[config.mk]
export PLATFORM = sky130hd
export DESIGN_NAME = disk_drive_control_interface
export DESIGN_NICKNAME = d
export VERILOG_FILES = /design/src/common/drive_if_pkg.sv /design/src/logic/disk_drive_control_interface.sv /design/src/logic/pin_sync.sv
export SDC_FILE = /design/constraint.sdc
export NUM_CORES = 1
export LEC_CHECK = 0
export BUFFER_PORTS_ARGS = -buffer_cell sky130_fd_sc_hd__buf_2
export CAP_MARGIN = 20
export CORE_AREA = 3 3 130 69
export CTS_CLUSTER_SIZE = 25
export DETAILED_ROUTE_END_ITERATION = 8
export DIE_AREA = 0 0 133 72
export PLACE_DENSITY_LB_ADDON = 0.1
export RECOVER_POWER = 100
export SLEW_MARGIN = 5
export SYNTH_ARGS = -nofsm -noshare
export SYNTH_HDL_FRONTEND = slang
export SYNTH_SLANG_ARGS = --single-unit
[constraint.sdc]
create_clock -name clk_i -period 8.15 [get_ports clk_i]
set_clock_uncertainty 0.1 [all_clocks]
set_input_delay 0.815 -clock clk_i [delete_from_list [all_inputs] [get_ports clk_i]]
set_output_delay 0.815 -clock clk_i [all_outputs]
set_load 0.01 [all_outputs]
[src/common/drive_if_pkg.sv]
// constants for the flexible disk drive control-input logic
// assumes a single 10 MHz clock; all interface pins are asynchronous to it
//
// What this block does
// - four active-low selects, host asserts only one
// - every receiver except motor-on, and every transmitter, gated by select
// - spindle runs while motor-on held low
// - one second spin-up before drive ready
// - step with direction low moves head inward
// - one track per step, at rising edge
// - write gate low records write data
// - write gate high enables stepping and read data
// - track zero flag, outward steps ignored there
// - index pulse 4 ms wide per revolution
// - write protect flagged and inhibits writing
package drive_if_pkg;
   // clock rate in hertz
   localparam int unsigned CLK_HZ = 10_000_000;
   // spin-up time in milliseconds
   localparam int unsigned SPIN_UP_MS = 1000;
   localparam int unsigned SPIN_UP_CYC = SPIN_UP_MS * (CLK_HZ / 1000);
   // index pulse width in microseconds (nominal)
   localparam int unsigned INDEX_US = 4000;
   localparam int unsigned INDEX_CYC = INDEX_US * (CLK_HZ / 1_000_000);
   // one spindle revolution at 300 rpm, in milliseconds
   localparam int unsigned REV_MS = 200;
   localparam int unsigned REV_PERIOD_CYC = REV_MS * (CLK_HZ / 1000);
   // highest track number (40-track drive)
   localparam logic [5:0] LAST_TRACK = 6'h27;
   // reset values
   localparam logic [5:0] TRACK_RST = 6'h00;
   // spindle states
   typedef enum logic [1:0] {
      SPIN_OFF = 2'b00,
      SPIN_UP = 2'b01,
      SPIN_READY = 2'b10
   } spin_state_t;
endpackage

[src/logic/disk_drive_control_interface.sv]
// control-input side of a flexible disk drive interface
// assumes pins arrive asynchronously; one clock at 10 MHz, active-low reset
`timescale 1ns/1ps
`default_nettype none
module disk_drive_control_interface
   import drive_if_pkg::*;
#(
   // spin-up count, shorten for simulation
   parameter int unsigned SPIN_CYC = SPIN_UP_CYC,
   // index pulse width count, shorten for simulation
   parameter int unsigned IDX_CYC = INDEX_CYC,
   // revolution period in cycles (300 rpm = 200 ms)
   parameter int unsigned REV_CYC = REV_PERIOD_CYC
) (
   // clock and reset
   input wire logic clk_i,
   input wire logic rst_n_i,
   // strap: which select line addresses this drive (0 optional .. 3)
   input wire logic [1:0] unit_addr_i,
   // active-low select pins from host
   input wire logic unit_select_optional_n_i,
   input wire logic unit_select_one_n_i,
   input wire logic unit_select_two_n_i,
   input wire logic unit_select_three_n_i,
   // control pins from host, active low
   input wire logic motor_on_n_i,
   input wire logic direction_n_i,
   input wire logic step_n_i,
   input wire logic write_gate_n_i,
   input wire logic write_data_n_i,
   // media sense: read-only diskette present
   input wire logic media_read_only_i,
   // recovered read data from head channel
   input wire logic read_data_raw_i,
   // spindle and head actuator
   output logic spindle_on_o,
   output logic head_step_o,
   output logic head_inward_o,
   output logic [5:0] track_o,
   output logic drive_ready_o,
   // write channel
   output logic write_enable_o,
   output logic write_data_o,
   // open-drain outputs to host: level low while driving, oe low = drive
   output logic track_zero_o,
   output logic track_zero_oe_n_o,
   output logic index_o,
   output logic index_oe_n_o,
   output logic write_protect_o,
   output logic write_protect_oe_n_o,
   output logic read_data_o,
   output logic read_data_oe_n_o
);
   // synchronised pins, bit order: media sel3 sel2 sel1 sel0 motor dir step wg wd
   logic [9:0] pins_s;
   // media sense idles low (writable disk), the host pins idle high
   pin_sync #(.W(10), .RST(10'h1FF)) u_sync (
      .clk_i(clk_i),
      .rst_n_i(rst_n_i),
      .pin_i({media_read_only_i, unit_select_three_n_i, unit_select_two_n_i,
              unit_select_one_n_i, unit_select_optional_n_i, motor_on_n_i,
              direction_n_i, step_n_i, write_gate_n_i, write_data_n_i}),
      .sync_o(pins_s)
   );

   // decoded active-high levels
   wire [3:0] sel_all = ~pins_s[8:5];
   wire motor_s = ~pins_s[4];
   wire dir_in_s = ~pins_s[3];
   wire step_low_s = ~pins_s[2];
   wire wgate_s = ~pins_s[1];
   wire wdata_s = ~pins_s[0];
   // the media sensor is a pin as well; it must not reach logic unsynced
   wire read_only_s = pins_s[9];

   // only our own select line counts; others belong to other drives
   wire selected = sel_all[unit_addr_i];

   // gated receivers: write gate and step are accepted only when selected
   wire write_mode = selected & wgate_s;
   wire step_mode = selected & ~wgate_s;

   // spindle state; motor-on is not gated by select so power can stay on
   spin_state_t spin_q, spin_d;
   logic [23:0] spin_cnt_q, spin_cnt_d;
   // spin-up target cast once to the counter width
   wire [23:0] spin_last = 24'(SPIN_CYC - 1);

   // spin-up sequencing
   always_comb begin
      spin_d = spin_q;
      spin_cnt_d = spin_cnt_q;
      unique case (spin_q)
         SPIN_OFF: begin
            spin_cnt_d = 24'h00_0000;
            if (motor_s) begin
               spin_d = SPIN_UP;
            end
         end
         SPIN_UP: begin
            if (!motor_s) begin
               spin_d = SPIN_OFF;
            end else if (spin_cnt_q == spin_last) begin
               spin_d = SPIN_READY;
            end else begin
               spin_cnt_d = spin_cnt_q + 24'h00_0001;
            end
         end
         SPIN_READY: begin
            if (!motor_s) begin
               spin_d = SPIN_OFF;
            end
         end
         default: begin
            spin_d = SPIN_OFF;
         end
      endcase
   end

   // spindle registers
   always_ff @(posedge clk_i or negedge rst_n_i) begin
      if (!rst_n_i) begin
         spin_q <= SPIN_OFF;
         spin_cnt_q <= 24'h00_0000;
      end else begin
         spin_q <= spin_d;
         spin_cnt_q <= spin_cnt_d;
      end
   end

   // step edge detect on the synced level only
   logic step_low_q;
   // head position; a limit stops motion rather than wrapping
   logic [5:0] track_q;
   // rising edge of the step pin ends the pulse; motion starts here
   wire step_rise = step_low_q & ~step_low_s;
   // direction sampled at that edge; host keeps it stable around it
   wire at_zero = (track_q == TRACK_RST);
   wire at_last = (track_q == LAST_TRACK);
   wire go_in = step_rise & step_mode & dir_in_s & ~at_last;
   wire go_out = step_rise & step_mode & ~dir_in_s & ~at_zero;

   // head move strobe and direction of the last move
   logic head_step_q;
   logic head_inward_q;

   // head position register, one track per accepted pulse
   always_ff @(posedge clk_i or negedge rst_n_i) begin
      if (!rst_n_i) begin
         step_low_q <= 1'b0;
         track_q <= TRACK_RST;
         head_step_q <= 1'b0;
         head_inward_q <= 1'b0;
      end else begin
         step_low_q <= step_low_s;
         head_step_q <= go_in | go_out;
         if (go_in | go_out) begin
            head_inward_q <= go_in;
         end
         if (go_in) begin
            track_q <= track_q + 6'h01;
         end else if (go_out) begin
            track_q <= track_q - 6'h01;
         end
      end
   end

   // index generator: one pulse per revolution while spinning
   logic [21:0] rev_cnt_q;
   wire [21:0] rev_last = 22'(REV_CYC - 1);
   wire [21:0] idx_len = 22'(IDX_CYC);
   wire spinning = (spin_q != SPIN_OFF);
   always_ff @(posedge clk_i or negedge rst_n_i) begin
      if (!rst_n_i) begin
         rev_cnt_q <= 22'h00_0000;
      end else if (!spinning || rev_cnt_q == rev_last) begin
         rev_cnt_q <= 22'h00_0000;
      end else begin
         rev_cnt_q <= rev_cnt_q + 22'h00_0001;
      end
   end
   wire index_pulse = spinning & (rev_cnt_q < idx_len);

   // write path: blocked on read-only media and until spindle ready
   wire write_ok = write_mode & ~read_only_s & (spin_q == SPIN_READY);

   // registered outputs to the write channel and host transmitters
   logic write_en_q, write_data_q, tz_q, idx_q, wp_q, rd_q, rd_en_q;
   always_ff @(posedge clk_i or negedge rst_n_i) begin
      if (!rst_n_i) begin
         write_en_q <= 1'b0;
         write_data_q <= 1'b0;
         tz_q <= 1'b0;
         idx_q <= 1'b0;
         wp_q <= 1'b0;
         rd_q <= 1'b0;
         rd_en_q <= 1'b0;
      end else begin
         write_en_q <= write_ok;
         write_data_q <= write_ok & wdata_s;
         tz_q <= selected & at_zero;
         idx_q <= selected & index_pulse;
         wp_q <= selected & read_only_s;
         rd_q <= read_data_raw_i;
         rd_en_q <= step_mode;
      end
   end

   // drivers: host pin levels tied low, enable low only when asserting
   assign spindle_on_o = spinning;
   assign drive_ready_o = (spin_q == SPIN_READY);
   assign head_step_o = head_step_q;
   assign head_inward_o = head_inward_q;
   assign track_o = track_q;
   assign write_enable_o = write_en_q;
   assign write_data_o = write_data_q;
   assign track_zero_o = 1'b0;
   assign track_zero_oe_n_o = ~tz_q;
   assign index_o = 1'b0;
   assign index_oe_n_o = ~idx_q;
   assign write_protect_o = 1'b0;
   assign write_protect_oe_n_o = ~wp_q;
   // read data is a low pulse per recovered flux bit, gated by select
   assign read_data_o = 1'b0;
   assign read_data_oe_n_o = ~(rd_en_q & rd_q);
endmodule
`default_nettype wire

[src/logic/pin_sync.sv]
// two-flop synchroniser for a bus of asynchronous pins
// assumes rst_n_i released synchronously by the system
`timescale 1ns/1ps
`default_nettype none
module pin_sync #(
   parameter int W = 8,
   parameter logic [W-1:0] RST = '1
) (
   // clock and reset
   input wire logic clk_i,
   input wire logic rst_n_i,
   // pins in, synced out
   input wire logic [W-1:0] pin_i,
   output logic [W-1:0] sync_o
);
   // first stage is read only by the second
   logic [W-1:0] meta_q;
   logic [W-1:0] sync_q;

   // both stages reset to each pin's idle level, so no false edge follows reset
   always_ff @(posedge clk_i or negedge rst_n_i) begin
      if (!rst_n_i) begin
         meta_q <= RST;
         sync_q <= RST;
      end else begin
         meta_q <= pin_i;
         sync_q <= meta_q;
      end
   end
   assign sync_o = sync_q;
endmodule
`default_nettype wire

==> impl_metrics.tcl, run 1 <==
set metrics [dict create \
    grt_setup_unrepaired "no" \
    crit_buf_inv 2 \
    avgRoutedWirePerCell_um 14.6 \
    clk_pin_slew_ns 0.06 \
    period_share 0.549 \
    synthFlopType "dfrtp_1" \
    slew_headroom -1.39 \
    gp_congestion 0.888 \
    min_path_type "reg -> reg" \
    diodes 0 \
    die-area_mm2 0.00958 \
    die_y_um 72 \
    critPathKind "in -> async" \
    clk_latency_ns 0.33 \
    synth-seq-area-share 0.537 \
    grt_pass1_wl_um 13500 \
    cts_tree "yes" \
    setup_violations 0 \
    ios 35 \
    drv.max_cap_violation_count 1 \
    drt_iter0_drc 132 \
    startpoint_type "input port" \
    synth.distinct_cells 50 \
    wl_um 7740 \
    r2r_setup_slack_ns 4.98 \
    cts_buffers 9 \
    synth_seq_cells 84 \
    h-tree-depth 3 \
    tns_ns 0 \
    place.detailed.hpwl_um 5260 \
    grt_overflow_total 0 \
    synth_area_per_cell_um2 10.4 \
    ir_drop_mv 0.113 \
    cpPeakStageDelay_ns 2.58 \
    synth_xor_area_frac 0.0731 \
    worst_slew_pin_slew_ns 3.59 \
    syn_area_mm2 0.00396 \
    rr_startpoint "u_sync.sync_o[8]" \
    drv_slew 71 \
    post-route-drc-count 0 \
    synth_top_family_by_area "simple AND/OR/NAND/NOR gates" \
    dr.pass1.iters 4 \
    core_mm2 0.00791 \
    via_per_inst 5.47 \
    nets 436 \
    hold_violations 0 \
    path_cells "clkbuf_1 -> clkbuf_1" \
    grt_max_degree 85 \
    p_seq_frac 0.465 \
    via_count 2901 \
    timing.fmax_ghz 0.224 \
    clk_path_buf_depth 2 \
    grt_pass1_vias 2835 \
    die_w_um 133 \
    failed_checks "capacitance limit, slew limit" \
    p_int_uw 759 \
    p_clk_frac 0.400 \
    cts-root-buf "clkbuf_16" \
    port_buffers 30 \
    row_count 23 \
    r2r_end "track_o[5]" \
    swShare 0.256 \
    synthMuxAreaShare 0.0193 \
    synth-simple-area-share 0.235 \
    cts-resized-gates 0 \
    leakagePower_uw 0.00186 \
    start_util 0.500 \
    power_density_mw_per_mm2 229 \
    synth_fa_ha_area_frac 0.0272 \
    crit_path_frequent_cell "clkbuf_1" \
    synth-compound-area-share 0.0731 \
    synthArstFlopShare 1.00 \
    cpMaxStageDelayCell "clkbuf_1" \
    p_sw_uw 260 \
    ctsHoldBuffers 0 \
    drive_gt1_frac 0.134 \
    grt_usage 0.176 \
    reg2reg_depth 10 \
    synth_edf_count 0 \
    antenna_found_initial 0 \
    worstSetupEndpointType "asynchronous set/reset pin" \
    synthCells 379 \
    pwr-share-comb 0.135 \
    startpoint "rst_n_i" \
    post-route-util 0.563 \
    crit_family "buffers and inverters" \
    cp.arrival_ns 3.99 \
    area_growth_pct 12.7 \
    postCtsSetupBuffers 0 \
    ant_nets 0 \
    worst_hold_path.num_cells 0 \
    cp.required_ns 7.67 \
    status "complete, but fails checks" \
    cts.sinks 84 \
    yosysWarnings 0 \
    holdPathEnd "u_sync.sync_o[1]" \
    min_from "u_sync.meta_q[1]" \
    period_needed_ns 4.47 \
    cp_max_fo 70 \
]
[through the flow]
stage / cells / hold slack, ns / total power (µW) / area, µm² / setup WS, ns
floorplan: 382 / 0.231 / 570 / 3970 / 4.87
global placement: 512 / 0.240 / 613 / 4200 / 4.58
detailed placement: 512 / 0.247 / 624 / 4200 / 4.42
CTS: 528 / 0.253 / 1040 / 4500 / 4.77
global route: 530 / 0.258 / 1070 / 4460 / 2.63
finish: 530 / 0.254 / 1020 / 4460 / 3.68
[metal layers]
metal  wire [µm]  global-route usage  up-vias
met5           0                   0        -
met4          96              0.0599        0
met3         418              0.0443       10
met2        3600               0.293       62
met1        3620               0.229     1416
li1            -                   -     1413
[power groups by stage]
stage | combinational [µW] | clock [µW] | sequential (µW)
2_1_floorplan | 90.2 | 0 | 480
3_3_place_gp | 135 | 0 | 478
3_5_place_dp | 143 | 0 | 480
4_1_cts | 144 | 421 | 473
5_1_grt | 154 | 443 | 478
6_report | 138 | 408 | 473
[placed cells by master, fill, tap and decap left out, drive strengths merged, types with 2 or more instances in the layout]
cell type,Yosys,routed
dfrtp,66,66
nor2,43,43
clkbuf,7,33
nand2,25,25
nand3,21,21
dfstp,18,18
xor2,17,17
xnor2,16,16
a21oi,16,16
nand4,15,15
inv,14,14
buf,8,14
nor4,12,12
o21ai,10,10
or3,9,9
and3,9,9
or4,9,9
nor3,8,8
ha,7,7
o31ai,5,5
o211ai,4,4
conb,1,4
or2,4,4
nand4b,3,3
and4,3,3
nor2b,3,3
nor4b,3,3
mux2,3,3
and2,3,3
a21o,2,2
mux2i,2,2
clkinv,0,2
[synthesized netlist by cell type (4+ instances only)]
cell type / instances / area (µm²)
o31ai_1: 5 / 37.5
dfrtp_1: 66 / 1650
ha_1: 7 / 87.6
inv_1: 14 / 52.6
o211ai_1: 4 / 30.0
a21oi_1: 16 / 80.1
nor2_1: 43 / 161
or4_1: 8 / 60.1
clkbuf_1: 7 / 26.3
or3_1: 9 / 56.3
nand4_1: 15 / 93.8
nor3_1: 8 / 40.0
nand2_1: 23 / 86.3
o21ai_0: 8 / 40.0
buf_4: 4 / 30.0
xnor2_1: 16 / 140
nor4_1: 12 / 75.1
and3_1: 9 / 56.3
xor2_1: 17 / 149
dfstp_2: 18 / 473
nand3_1: 21 / 105
[area by class of cell]
| type | count | area (µm²) |
|---|---|---|
| fillers | 714 | 3450 |
| flip-flops and latches | 84 | 2120 |
| multi-input cells | 269 | 1690 |
| clock buffers | 12 | 256 |
| repair buffers | 35 | 151 |
| well taps | 112 | 140 |
| inverters | 14 | 52.6 |
| clock inverters | 4 | 47.5 |
[worst max-delay path by stage]
stage / end / slack, ns / depth (start not counted)
finish: spin_cnt_q[10] / 3.68 / 2
global route: rev_cnt_q[13] / 2.63 / 2
CTS: track_o[5] / 4.77 / 11
detailed placement: track_o[5] / 4.42 / 11
global placement: track_o[5] / 4.58 / 11
floorplan: track_o[5] / 4.87 / 10
[registers in the layout (all words and copies together) (netlist names)]
| signal | count |
|---|---|
| spin_q | 2 |
| u_sync.sync_o | 10 |
| spin_cnt_q | 24 |
| step_low_q | 1 |
| write_enable_o | 1 |
| write_data_o | 1 |
| rd_en_q | 1 |
| head_inward_o | 1 |
| u_sync.meta_q | 10 |
| wp_q | 1 |
| tz_q | 1 |
| head_step_o | 1 |
| rev_cnt_q | 22 |
| idx_q | 1 |
| track_o | 6 |
| rd_q | 1 |
[kinds of logic (layout without fill, tap and decap cells)]
| logic type | Yosys count | count (layout) |
|---|---|---|
| mux | 6 | 6 |
| other cells | 1 | 4 |
| flops | 84 | 84 |
| fa+ha+maj | 8 | 8 |
| buf+inv | 29 | 65 |
| simple gates | 174 | 174 |
| xor+xnor | 33 | 33 |
| compound gates | 44 | 44 |
Note: power is estimated with default switching activity, not from simulation.
==> inputs of run 2 (changes only) <==
==> constraint.sdc (replaced) <==
create_clock -name clk_i -period 4.6 [get_ports clk_i]
set_clock_uncertainty 0.1 [all_clocks]
set_input_delay 0.46 -clock clk_i [delete_from_list [all_inputs] [get_ports clk_i]]
set_output_delay 0.46 -clock clk_i [all_outputs]
set_load 0.01 [all_outputs]
==> impl_metrics.tcl, run 2 (synthesis results as in run 1) <==
set metrics [dict create \
    status "complete, but fails checks" \
    failed_checks "capacitance limit, slew limit" \
    wl_um 7970 \
    largest_reg_flops 24 \
    fin_area_mm2 0.00446 \
    r2r_setup_slack_ns 1.46 \
    worst_slew_pin_slew_ns 1.70 \
    ir_drop_mv 0.232 \
    grt_max_degree 85 \
    diodes 0 \
    cpMaxStageDelayCell "mux4_2" \
    avgRoutedWirePerCell_um 15.0 \
    die_y_um 72 \
    dp_slack_ns 1.26 \
    r2r_end "track_o[5]" \
    nets 436 \
    post-route-drc-count 0 \
    die-area_mm2 0.00958 \
    port_buffers 30 \
    via_count 2904 \
    cpPeakStageDelay_ns 0.55 \
    leakagePower_uw 0.00186 \
    critPathKind "reg -> reg" \
    cts.sinks 84 \
    row_count 23 \
    postCtsSetupBuffers 0 \
    reg2reg_depth 10 \
    die_w_um 133 \
    cts_buffers 9 \
    p_seq_frac 0.466 \
    min_from "write_data_n_i" \
    drv_slew 72 \
    cp.required_ns 4.76 \
    startpoint_type "flip-flop" \
    cp.arrival_ns 3.29 \
    rr_startpoint "u_sync.sync_o[8]" \
    drv.max_cap_violation_count 1 \
    clk_pin_slew_ns 0.06 \
    power_uw 1790 \
    worst_slack_ns 1.46 \
    cts_tree "yes" \
    core_mm2 0.00791 \
    placed_area_mm2 0.00420 \
    drt_iter0_drc 166 \
    area_growth_pct 12.7 \
    grt_pass1_vias 2834 \
    min_path_type "in -> reg" \
    top_register "spin_cnt_q" \
    holdPathEnd "u_sync.meta_q[0]" \
    ant_nets 0 \
    gp_congestion 0.882 \
    worstSetupEndpointType "flip-flop" \
    start_util 0.500 \
    period_share 0.682 \
    pwr-share-comb 0.136 \
    path_cells "mux4_2 -> nand4b_1 -> nor3_1 -> inv_1 -> ha_1 -> a21oi_1 -> nand2_1 -> a31oi_1 -> mux2i_1 -> xnor2_1" \
    swShare 0.258 \
    slew_headroom -0.133 \
    final_common_cell "dfrtp_1" \
    dr.pass1.iters 4 \
    grt_overflow_total 0 \
    h-tree-depth 3 \
    setup_violations 0 \
    mostFrequentLayoutCells "dfrtp_1 (66), nor2_1 (43), nand2_1 (24)" \
    period_needed_ns 3.14 \
    grt_setup_unrepaired "no" \
    cp_max_fo 7 \
    clk_latency_ns 0.34 \
    cts-resized-gates 0 \
    drive_gt1_frac 0.134 \
    reg_top3 "spin_cnt_q x24, rev_cnt_q x22" \
    place.detailed.hpwl_um 5320 \
    worst_hold_path.num_cells 1 \
    crit_family "multiplexers" \
    antenna_found_initial 0 \
    power_density_mw_per_mm2 403 \
    cts-root-buf "clkbuf_16" \
    via_per_inst 5.48 \
    p_clk_frac 0.398 \
    tns_ns 0 \
    clk_path_buf_depth 2 \
    whs_ns 0.120 \
    grt_pass1_wl_um 13600 \
    hold_violations 0 \
    p_sw_uw 464 \
    grt_usage 0.178 \
    crit_buf_inv 1 \
    timing.fmax_ghz 0.319 \
    p_int_uw 1330 \
    ios 35 \
]
[run 2: routing by layer]
metal,GRT usage,vias up,part of all wire
li1,-,1405,-
met1,0.236,1427,0.47
met2,0.287,64,0.46
met3,0.0582,8,0.056
met4,0.0484,0,0.0098
met5,0,-,0
[run 2: worst max-delay path by stage]
stage	startpoint	end	depth (start not counted)
2_1_floorplan	unit_addr_i[0]	track_o[5]	10
3_3_place_gp	unit_addr_i[0]	track_o[5]	11
3_5_place_dp	unit_addr_i[0]	track_o[5]	11
4_1_cts	u_sync.sync_o[8]	track_o[5]	10
5_1_grt	rst_n_i	rev_cnt_q[11]	3
6_report	u_sync.sync_o[8]	track_o[5]	10
[run 2: through the flow]
| step | utilization | instances |
|---|---|---|
| after global routing | 0.563 | 530 |
| after global placement | 0.531 | 512 |
| after detailed placement | 0.531 | 512 |
| after CTS | 0.568 | 528 |
| final | 0.563 | 530 |
| after floorplan | - | 382 |
[run 2: final cells by class]
type                            count  area, µm²
Multi-Input combinational cell    269       1690
Tap cell                          112        140
Sequential cell                    84       2120
Timing Repair Buffer               35        159
Fill cell                         710       3460
Clock buffer                       12        246
Inverter                           14       52.6
Clock inverter                      4       48.8
[run 2: power by group through the flow]
stage	Clock (µW)	Combinational, µW	Sequential [µW]
4_1_cts	731	256	837
6_report	714	244	837
5_1_grt	776	273	844
2_1_floorplan	0	160	850
3_3_place_gp	0	240	847
3_5_place_dp	0	254	850
[run 2: timing repair]
action,4_1_cts,5_1_grt
hold buffers,0,1
endpoints found under the setup margin,0,0
endpoints found under the hold margin,0,10
==> inputs of run 3 (changes only) <==
==> constraint.sdc (replaced) <==
create_clock -name clk_i -period 2.72 [get_ports clk_i]
set_clock_uncertainty 0.1 [all_clocks]
set_input_delay 0.272 -clock clk_i [delete_from_list [all_inputs] [get_ports clk_i]]
set_output_delay 0.272 -clock clk_i [all_outputs]
set_load 0.01 [all_outputs]
==> impl_metrics.tcl, run 3 (synthesis results as in run 1) <==
set metrics [dict create \
    status "finished clean" \
    area_growth_pct 20.1 \
    cpPeakStageDelay_ns 0.49 \
    hold_violations 0 \
    placed_area_mm2 0.00427 \
    die_y_um 72 \
    worst_slew_pin_slew_ns 0.948 \
    mostFrequentLayoutCells "dfrtp_1 (66), nor2_1 (43), nand2_1 (23)" \
    rr_startpoint "u_sync.sync_o[8]" \
    cts.sinks 84 \
    ant_nets 0 \
    drv_slew 0 \
    nets 460 \
    cts_tree "yes" \
    reg2reg_depth 10 \
    grt_usage 0.179 \
    largest_reg_flops 24 \
    startpoint_type "flip-flop" \
    ir_drop_mv 0.432 \
    post-route-drc-count 0 \
    top_register "spin_cnt_q" \
    pwr-share-comb 0.165 \
    gp_congestion 0.844 \
    placedCellCount 520 \
    die-area_mm2 0.00958 \
    row_count 23 \
    timing.fmax_ghz 0.374 \
    cp.required_ns 2.88 \
    clk_latency_ns 0.34 \
    min_path_type "reg -> reg" \
    cpMaxStageDelayCell "mux4_2" \
    path_cells "mux4_2 -> nand4b_1 -> nor3_2 -> inv_2 -> ha_4 -> a21oi_2 -> nand2_1 -> a31oi_2 -> mux2i_1 -> xnor2_1" \
    grt_overflow_total 0 \
    core_mm2 0.00791 \
    worst_hold_path.num_cells 0 \
    via_per_inst 5.42 \
    leakagePower_uw 0.00199 \
    p_int_uw 2310 \
    holdPathEnd "u_sync.sync_o[5]" \
    period_needed_ns 2.68 \
    clk_pin_slew_ns 0.06 \
    r2r_setup_slack_ns 0.04 \
    period_share 0.984 \
    start_util 0.500 \
    startpoint "u_sync.sync_o[8]" \
    dr.pass1.iters 6 \
    swShare 0.272 \
    critPathKind "reg -> reg" \
    ios 35 \
    antenna_found_initial 0 \
    grt_setup_unrepaired "yes" \
    p_clk_frac 0.384 \
    setup_violations 0 \
    diodes 0 \
    place.detailed.hpwl_um 5460 \
    avgRoutedWirePerCell_um 14.6 \
    wl_um 8110 \
    final_cells 554 \
    grt_pass1_vias 2956 \
    cts_buffers 9 \
    drt_iter0_drc 135 \
    cp_max_fo 5 \
    reg_top3 "spin_cnt_q x24, rev_cnt_q x22" \
    h-tree-depth 3 \
    via_count 3004 \
    power_density_mw_per_mm2 669 \
    worstSetupEndpointType "flip-flop" \
    die_w_um 133 \
    cts-root-buf "clkbuf_16" \
    n_fill_cell 677 \
    cp.arrival_ns 2.83 \
    fin_area_mm2 0.00475 \
    port_buffers 30 \
    drive_gt1_frac 0.188 \
    drv.max_cap_violation_count 0 \
    clk_path_buf_depth 2 \
    r2r_end "track_o[5]" \
    p_seq_frac 0.451 \
    final_common_cell "dfrtp_1" \
    grt_max_degree 83 \
    slew_headroom 0.368 \
    grt_pass1_wl_um 13900 \
    p_sw_uw 863 \
    min_from "u_sync.meta_q[5]" \
]
-- run 3: how the worst max path moves through the flow --
stage	end	slack [ns]	cells past startpoint
3_3_place_gp	track_o[5]	-0.04	11
6_report	track_o[5]	0.04	10
2_1_floorplan	track_o[5]	0.03	10
5_1_grt	track_o[5]	-0.08	10
3_5_place_dp	track_o[5]	-0.14	11
4_1_cts	track_o[5]	0.01	10
-- run 3: area by class of cell --
cell class	count	area, µm²	area share
Clock buffer	9	225	0.0474
Clock inverter	7	75.1	0.0158
Inverter	14	52.6	0.0111
Multi-Input combinational cell	269	1770	0.372
Sequential cell	84	2120	0.447
Tap cell	112	140	0.0295
Timing Repair Buffer	59	365	0.0769
-- run 3: critical path: cells and delay by family, from the launching register on --
kind                     cells  cell delay [ns]
AO/OA/AOI/OAI                2             0.32
XOR/XNOR                     1             0.14
adder cells (fa/ha/maj)      1             0.24
buffers and inverters        1             0.14
flip-flops                   1             0.36
multiplexers                 2             0.74
AND/OR/NAND/NOR              3             0.56
-- run 3: power by group through the flow --
stage / combinational, µW / clock, µW / sequential (µW)
3_5_place_dp: 446 / 0 / 1440
3_3_place_gp: 428 / 0 / 1430
2_1_floorplan: 271 / 0 / 1440
6_report: 524 / 1220 / 1430
5_1_grt: 581 / 1310 / 1440
4_1_cts: 481 / 1250 / 1420
-- run 3: metrics by stage --
step / utilization / setup slack [ns] / hold WS, ns / TNS (ns) / total power (µW)
CTS: 0.595 / 0.0109 / 0.0426 / 0 / 3150
finish: 0.600 / 0.0430 / 0.254 / 0 / 3180
floorplan: - / 0.0275 / -0.124 / 0 / 1710
global route: 0.600 / -0.0773 / 0.258 / -0.115 / 3330
detailed placement: 0.539 / -0.136 / 0.247 / -0.136 / 1880
global placement: 0.539 / -0.0368 / 0.235 / -0.0368 / 1860
-- run 3: routing by layer --
layer  track usage  part of all wire  vias to the layer above
met3        0.0526             0.048                        9
met1         0.233              0.46                     1464
met2         0.301              0.49                       71
met4        0.0403            0.0080                        0
li1              -                 -                     1460
met5             0                 0                        -
-- run 3: what timing repair did --
| action | 4_1_cts | 5_1_grt |
|---|---|---|
| setup endpoints to repair | 1 | 2 |
| hold buffers | 11 | 1 |
| buffers inserted | 2 | 3 |
| endpoints found under the hold margin | 11 | 19 |
| pin swaps | 2 | 9 |
| resized for setup | 4 | 4 |
